`src/core/ppi_defines.svh`:
```
// Register offsets, field positions and reset values of the PWM polarity and period event block
`ifndef PPI_DEFINES_SVH
`define PPI_DEFINES_SVH
`define PPI_OFF_EVENT_CONTROL 8'hb7
`define PPI_OFF_OUTPUT_INVERT 8'hd6
`define PPI_OFF_MASK_ENABLE   8'hfb
`define PPI_OFF_MASK_LEVEL    8'hfc
`define PPI_OFF_EVENT_STATUS  8'hfd
`define PPI_OFF_EVENT_MASK    8'hfe
`define PPI_OFF_GEN_STATE     8'hff
`define PPI_CHAN_MSB          5
`define PPI_SEL_MSB           2
`define PPI_TYP_LSB           4
`define PPI_TYP_MSB           5
`define PPI_CTRL_MASK         8'h37
`define PPI_CHAN_MASK         8'h3f
`define PPI_RST_BYTE          8'h00
`define PPI_RST_CHAN          6'h00
`define PPI_MAX_SEL           3'h5
`define PPI_SEL_FALLBACK      3'h0
`define PPI_FLAG_BIT          0
`define PPI_ALL_CHAN          6'h3f
`endif

```
`src/core/ppi_pkg.sv`:
```
// Types for the PWM polarity and period event block
`default_nettype none
package ppi_pkg;
  typedef enum logic [1:0] {
    PPI_EV_FALL   = 2'h0,
    PPI_EV_RISE   = 2'h1,
    PPI_EV_CENTRE = 2'h2,
    PPI_EV_END    = 2'h3
  } ppi_event_type;
endpackage : ppi_pkg
`default_nettype wire

```
`src/core/ppi_top.sv`:
```
// PWM output polarity, masking and period event flag with a classic Wishbone slave
// Contract
// Invert bit one complements channel pin
// Invert bits reset to zero
// Selected period point sets event flag
// Flag stays set until software clears
// Type field selects fall, rise, centre, end
// Centre and end only when centre aligned
// Channel select above five means channel zero
// Mask level also passes through invert
// Edge found by comparing with previous level
//
// Decided for this implementation: the Wishbone slave port.
`include "ppi_defines.svh"
`default_nettype none
module ppi_top (
  input  wire logic       clk_i,
  input  wire logic       rst_i,
  input  wire logic [7:0] wb_adr_i,
  input  wire logic [7:0] wb_dat_i,
  input  wire logic       wb_we_i,
  input  wire logic       wb_sel_i,
  input  wire logic       wb_cyc_i,
  input  wire logic       wb_stb_i,
  output logic      [7:0] wb_dat_o,
  output logic            wb_ack_o,
  input  wire logic [5:0] gen_i,
  input  wire logic       centre_aligned_i,
  input  wire logic       period_centre_i,
  input  wire logic       period_end_i,
  output logic      [5:0] pwm_o,
  output logic            irq_o
);
  logic [5:0] invert_q, invert_d;
  logic [5:0] menable_q, menable_d;
  logic [5:0] mlevel_q, mlevel_d;
  logic [7:0] ctrl_q, ctrl_d;
  logic       flag_q, flag_d;
  logic       imask_q, imask_d;
  logic [5:0] gen_prev_q, gen_prev_d;
  logic [5:0] pwm_q, pwm_d;
  logic       irq_q, irq_d;
  logic [7:0] rdat_q, rdat_d;
  logic       ack_q, ack_d;
  logic       req, wr, event_hit, cur, prev;
  logic       clear_req;
  logic [1:0] typ;
  logic [2:0] sel;
  logic [5:0] stage;

  function automatic logic [2:0] chan_pick(input logic [2:0] code);
    chan_pick = (code > `PPI_MAX_SEL) ? `PPI_SEL_FALLBACK : code;
  endfunction : chan_pick

  assign req = wb_cyc_i && wb_stb_i && !ack_q;
  assign wr  = req && wb_we_i && wb_sel_i;
  assign clear_req = wr && wb_adr_i == `PPI_OFF_EVENT_STATUS && wb_dat_i[`PPI_FLAG_BIT];
  assign typ = ctrl_q[`PPI_TYP_MSB:`PPI_TYP_LSB];

  always_comb begin
    sel   = chan_pick(ctrl_q[`PPI_SEL_MSB:0]);
    cur   = gen_i[sel];
    prev  = gen_prev_q[sel];
    event_hit = 1'b0;
    unique case (ppi_pkg::ppi_event_type'(ctrl_q[`PPI_TYP_MSB:`PPI_TYP_LSB]))
      ppi_pkg::PPI_EV_FALL:   event_hit = prev && !cur;
      ppi_pkg::PPI_EV_RISE:   event_hit = !prev && cur;
      ppi_pkg::PPI_EV_CENTRE: event_hit = centre_aligned_i && period_centre_i;
      ppi_pkg::PPI_EV_END:    event_hit = centre_aligned_i && period_end_i;
    endcase
    stage = (gen_i & ~menable_q) | (mlevel_q & menable_q);
    pwm_d = stage ^ invert_q;
    gen_prev_d = gen_i;
    invert_d  = invert_q;
    menable_d = menable_q;
    mlevel_d  = mlevel_q;
    ctrl_d    = ctrl_q;
    imask_d   = imask_q;
    flag_d    = flag_q;
    if (clear_req) begin
      flag_d = 1'b0;
    end
    if (event_hit) begin
      flag_d = 1'b1;
    end
    if (wr) begin
      unique case (wb_adr_i)
        `PPI_OFF_OUTPUT_INVERT: invert_d  = wb_dat_i[`PPI_CHAN_MSB:0];
        `PPI_OFF_EVENT_CONTROL: ctrl_d    = wb_dat_i & `PPI_CTRL_MASK;
        `PPI_OFF_MASK_ENABLE:   menable_d = wb_dat_i[`PPI_CHAN_MSB:0];
        `PPI_OFF_MASK_LEVEL:    mlevel_d  = wb_dat_i[`PPI_CHAN_MSB:0];
        `PPI_OFF_EVENT_MASK:    imask_d   = wb_dat_i[`PPI_FLAG_BIT];
        default: ;
      endcase
    end
    irq_d = flag_d && imask_d;
    ack_d = req;
    rdat_d = `PPI_RST_BYTE;
    if (req && !wb_we_i) begin
      unique case (wb_adr_i)
        `PPI_OFF_OUTPUT_INVERT: rdat_d = {2'h0, invert_q};
        `PPI_OFF_EVENT_CONTROL: rdat_d = ctrl_q;
        `PPI_OFF_MASK_ENABLE:   rdat_d = {2'h0, menable_q};
        `PPI_OFF_MASK_LEVEL:    rdat_d = {2'h0, mlevel_q};
        `PPI_OFF_EVENT_STATUS:  rdat_d = {7'h00, flag_q};
        `PPI_OFF_EVENT_MASK:    rdat_d = {7'h00, imask_q};
        `PPI_OFF_GEN_STATE:     rdat_d = {2'h0, pwm_q};
        default:                rdat_d = `PPI_RST_BYTE;
      endcase
    end
  end

  always_ff @(posedge clk_i) begin
    if (rst_i) begin
      invert_q   <= `PPI_RST_CHAN;
      menable_q  <= `PPI_RST_CHAN;
      mlevel_q   <= `PPI_RST_CHAN;
      ctrl_q     <= `PPI_RST_BYTE;
      flag_q     <= 1'b0;
      imask_q    <= 1'b0;
      gen_prev_q <= `PPI_RST_CHAN;
      pwm_q      <= `PPI_RST_CHAN;
      irq_q      <= 1'b0;
      rdat_q     <= `PPI_RST_BYTE;
      ack_q      <= 1'b0;
    end else begin
      invert_q   <= invert_d;
      menable_q  <= menable_d;
      mlevel_q   <= mlevel_d;
      ctrl_q     <= ctrl_d;
      flag_q     <= flag_d;
      imask_q    <= imask_d;
      gen_prev_q <= gen_prev_d;
      pwm_q      <= pwm_d;
      irq_q      <= irq_d;
      rdat_q     <= rdat_d;
      ack_q      <= ack_d;
    end
  end

  assign pwm_o    = pwm_q;
  assign irq_o    = irq_q;
  assign wb_dat_o = rdat_q;
  assign wb_ack_o = ack_q;
endmodule : ppi_top
`default_nettype wire

```
`config.mk`:
```
export PLATFORM = sky130hd
export DESIGN_NAME = ppi_top
export DESIGN_NICKNAME = d
export VERILOG_FILES = /design/src/core/ppi_pkg.sv /design/src/core/ppi_top.sv
export VERILOG_INCLUDE_DIRS = /design/src /design/src/core
export SDC_FILE = /design/constraint.sdc
export NUM_CORES = 1
export LEC_CHECK = 0
export BUFFER_PORTS_ARGS = -buffer_cell sky130_fd_sc_hd__buf_2
export CAP_MARGIN = 20
export CORE_UTILIZATION = 35
export CTS_BUF_LIST = sky130_fd_sc_hd__clkbuf_2 sky130_fd_sc_hd__clkbuf_4 sky130_fd_sc_hd__clkbuf_8
export CTS_CLUSTER_DIAMETER = 40
export CTS_CLUSTER_SIZE = 14
export DETAILED_ROUTE_END_ITERATION = 10
export PLACE_DENSITY = 0.62
export REMOVE_ABC_BUFFERS = 1
export SKIP_LAST_GASP = 1
export SLEW_MARGIN = 20
export SYNTH_ARGS = -nofsm -noshare
export SYNTH_HDL_FRONTEND = slang
export SYNTH_SLANG_ARGS = --single-unit
```
`constraint.sdc`:
```
create_clock -name clk_i -period 1.3 [get_ports clk_i]
set_input_delay 0.065 -clock clk_i [delete_from_list [all_inputs] [get_ports clk_i]]
set_output_delay 0.065 -clock clk_i [all_outputs]
set_load 0.02 [all_outputs]
```
==> results.py <==
metrics = {
    "synthesis": {
        "synth_ff_type": "dfxtp_1",
        "synth.avg_cell_area_sq_um": 9.05,
        "synth_top_area_cell": "dfxtp_1",
        "ys_async_sr_fraction_pct": 0,
        "yosysUniqueCellTypes": 41,
        "synthTopCellsByArea": "dfxtp_1 (42%), mux2i_1 (14%), nor2_1 (5.6%)",
        "synth_top_cell_area_share_pct": 42.0,
        "yosys_warnings": 0,
        "yosysSeqAreaShare_pct": 42.0,
        "synth_seq_cells": 45,
        "synth_area_sq_um": 2140,
        "synth-edff-count": 0,
        "synthCells": 237,
    },
    "setup_path": {
        "cp.required_ns": 1.48,
        "end_kind": "flip-flop",
        "path_class": "reg -> reg",
        "cpPeakStageDelay_ns": 0.32,
        "crit_slowest_cell": "dfxtp_2",
        "start_kind": "flip-flop",
        "cp.arrival_ns": 1.68,
        "cp_cell_sequence": "nand3b_1 > nor2_2 > buf_6 > and2_4 > mux2i_2 > nor2_1",
        "r2r_setup_slack_ns": -0.20,
        "cp_max_fo": 6,
    },
    "power": {
        "power.switching_w": 0.000627,
        "p_total_w": 0.00254,
        "p_sw_share_pct": 24.7,
        "power_frac_comb_pct": 10.8,
        "vdd_drop_max_mv": 0.408,
        "leakagePower_nw": 1.16,
        "power.share.clock_pct": 33.7,
        "power.density_nw_per_um2": 906,
        "p_int_w": 0.00191,
        "pwr-share-seq_pct": 55.5,
    },
    "detailed_routing": {
        "drt_wl_total_um": 5710,
        "route.detailed.drc": 0,
        "ant_nets": 0,
        "drt_iter0_markers": 143,
        "firstDrtPassIters": 4,
        "wl_per_cell_um": 14.9,
        "viasPerCell": 5.08,
        "dr_total_vias": 1945,
    },
    "layout": {
        "final_nets": 338,
        "instances_no_fill": 383,
        "final_core_util_pct": 47.4,
        "diodes": 0,
        "fin_area_sq_um": 2800,
        "drive_gt1_share_pct": 33.8,
        "areaGrowthSynthToFinish_pct": 30.7,
    },
    "clock_network": {
        "cts.sinks": 45,
        "cts.reportedPaths.clkPinSlew_ns": 0.08,
        "cts_root_buffer": "clkbuf_8",
        "numCtsBuffers": 5,
        "cts_tree": "done",
        "clockBufferDepth": 2,
        "htreeDepth": 2,
        "hold_buffers": 0,
        "clk_latency_ns": 0.30,
    },
    "placement": {
        "dp.cells": 370,
        "placed_cell_area_sq_um": 2580,
        "io_buffers": 42,
        "place_congestion": 0.786,
        "hpwl_um": 4090,
    },
    "sta": {
        "timing.final.crit_share_pct": 115,
        "setup_slack_ns": -0.197,
        "min_period_ns": 1.50,
        "max_slew_margin_pct": 64.9,
        "drv_slew": 0,
        "finalHoldViolCount": 0,
        "max_slew.worst_pin.slew_ns": 0.525,
        "rsz0062_at_grt": "true",
        "finalSetupViolCount": 30,
        "fin_tns_setup_ns": -3.41,
        "fmax_ghz": 0.668,
        "fin_skew_ns": 0.00376,
    },
    "die": {
        "die_h_um": 80.3,
        "dieArea_sq_um": 6440,
        "fp-row-count": 28,
        "core_sq_um": 5920,
        "io_pins": 47,
        "die_w_um": 80.3,
        "floorplan.initialDensity_pct": 36.2,
    },
    "job": {
        "timing.max_cap.violations": 0,
    },
    "status": {
        "violations": "setup timing",
        "status": "finished, violations left",
    },
    "global_routing": {
        "grt_pass1_wl_um": 8980,
        "antenna_found_initial": 0,
        "grt.overflow.total": 0,
        "grt_max_degree": 35,
        "grt_pass1_vias": 1776,
        "track_usage_pct": 18.8,
    },
    "min_path": {
        "hp-class": "in -> reg",
    },
}
-- cell type report --
class | instances | area, sq um
repair buffers | 75 | 465
well taps | 75 | 93.8
clock inverters | 2 | 10.0
flip-flops and latches | 45 | 907
inverters | 2 | 7.51
clock buffers | 6 | 76.3
fillers | 600 | 3120
multi-input cells | 178 | 1240
-- flip-flops by register name, indices dropped and copies added (netlist names) --
name	count
gen_prev_q	6
invert_q	6
menable_q	6
mlevel_q	6
pwm_o	6
wb_dat_o	6
ctrl_q	5
flag_q	1
imask_q	1
irq_o	1
wb_ack_o	1
-- cells by family after synthesis --
group,synth area share (%)
AOI/OAI and AO/OA,13.4
xor gates and xnor gates,2.45
buffers and inverters,4.20
DFF,42.0
muxes,14.5
other,0.175
and+or+nand+nor,23.3
-- placed cells by master, fill, tap and decap left out, types with 2 or more instances in the layout --
cell type,count
nand2_1,20
a21oi_2,3
xor2_1,6
dfxtp_1,42
nor2_1,31
a22o_1,5
nor3_1,4
dfxtp_2,2
nand3_1,13
o21ai_0,4
a31oi_1,3
and2_4,2
a22oi_1,4
a222oi_1,2
inv_1,2
mux2i_1,30
buf_2,42
nand4b_1,2
a2bb2oi_1,4
clkinv_2,2
nand3b_1,3
a21oi_1,9
conb_1,2
clkbuf_8,5
nand2b_1,3
nor2b_1,7
buf_6,2
buf_4,31
-- synthesized netlist by cell type, drive strengths merged (2+ instances only) --
cell and n:
mux2i 31, a22o 5, nor3 5, clkbuf 3
a21oi 12, nor2b 8, o21ai 4, a222oi 2
xor2 6, inv 2, nand3b 3, nand2b 3
nand4b 2, and2 2, buf 10, nor4 2
nand2 21, dfxtp 45, a2bb2oi 4, a31oi 3
nand3 15, nor2 32, a22oi 5
-- path summary, 6_finish.rpt --
kind                        from                       end  cells past startpoint
max          wb_ack_o$_SDFF_PP0_  invert_q[2]$_SDFFE_PP0P_                      6
min reg2reg  pwm_o[3]$_SDFF_PP0_    wb_dat_o[3]$_SDFF_PP0_                      2
max reg2reg  wb_ack_o$_SDFF_PP0_  invert_q[2]$_SDFFE_PP0P_                      6
min                     gen_i[1]  gen_prev_q[1]$_SDFF_PP0_                      2
-- power by group through the flow --
stage	Clock [W]	Sequential (W)	Combinational (W)
after CTS	0.000890	0.00141	0.000262
after global routing	0.000948	0.00141	0.000298
final	0.000857	0.00141	0.000274
after global placement	0	0.00144	0.000245
after floorplan	0	0.00145	0.0000815
after detailed placement	0	0.00144	0.000247
-- routing by layer --
layer  wire length [um]  vias up  global-route usage [%]
met5                  0        -                       0
met1               2720      905                    25.0
met2               2610       53                    29.6
li1                   -      979                       -
met4                120        0                    8.21
met3                256        8                    3.30
-- metrics by stage --
step / setup slack [ns] / hold slack [ns]
after floorplan: -0.385 / 0.134
after global placement: -0.205 / 0.318
after detailed placement: -0.251 / 0.320
after CTS: -0.140 / 0.00810
after global routing: -0.305 / 0.0121
final: -0.197 / 0.0123
-- critical path: cells and delay by family, from the launching register on --
| kind | cells | cell delay (ns) |
|---|---|---|
| simple gates | 4 | 0.69 |
| flops | 1 | 0.32 |
| mux | 1 | 0.23 |
| buf+inv | 1 | 0.12 |
-- timing repair --
| item | in CTS | in global routing |
|---|---|---|
| endpoints found under the setup margin | 32 | 31 |
| resized for setup | 14 | 9 |
| pin swaps | 3 | 5 |
| buffers inserted | 3 | 3 |
No activity file was read; power rests on OpenSTA's default activity.
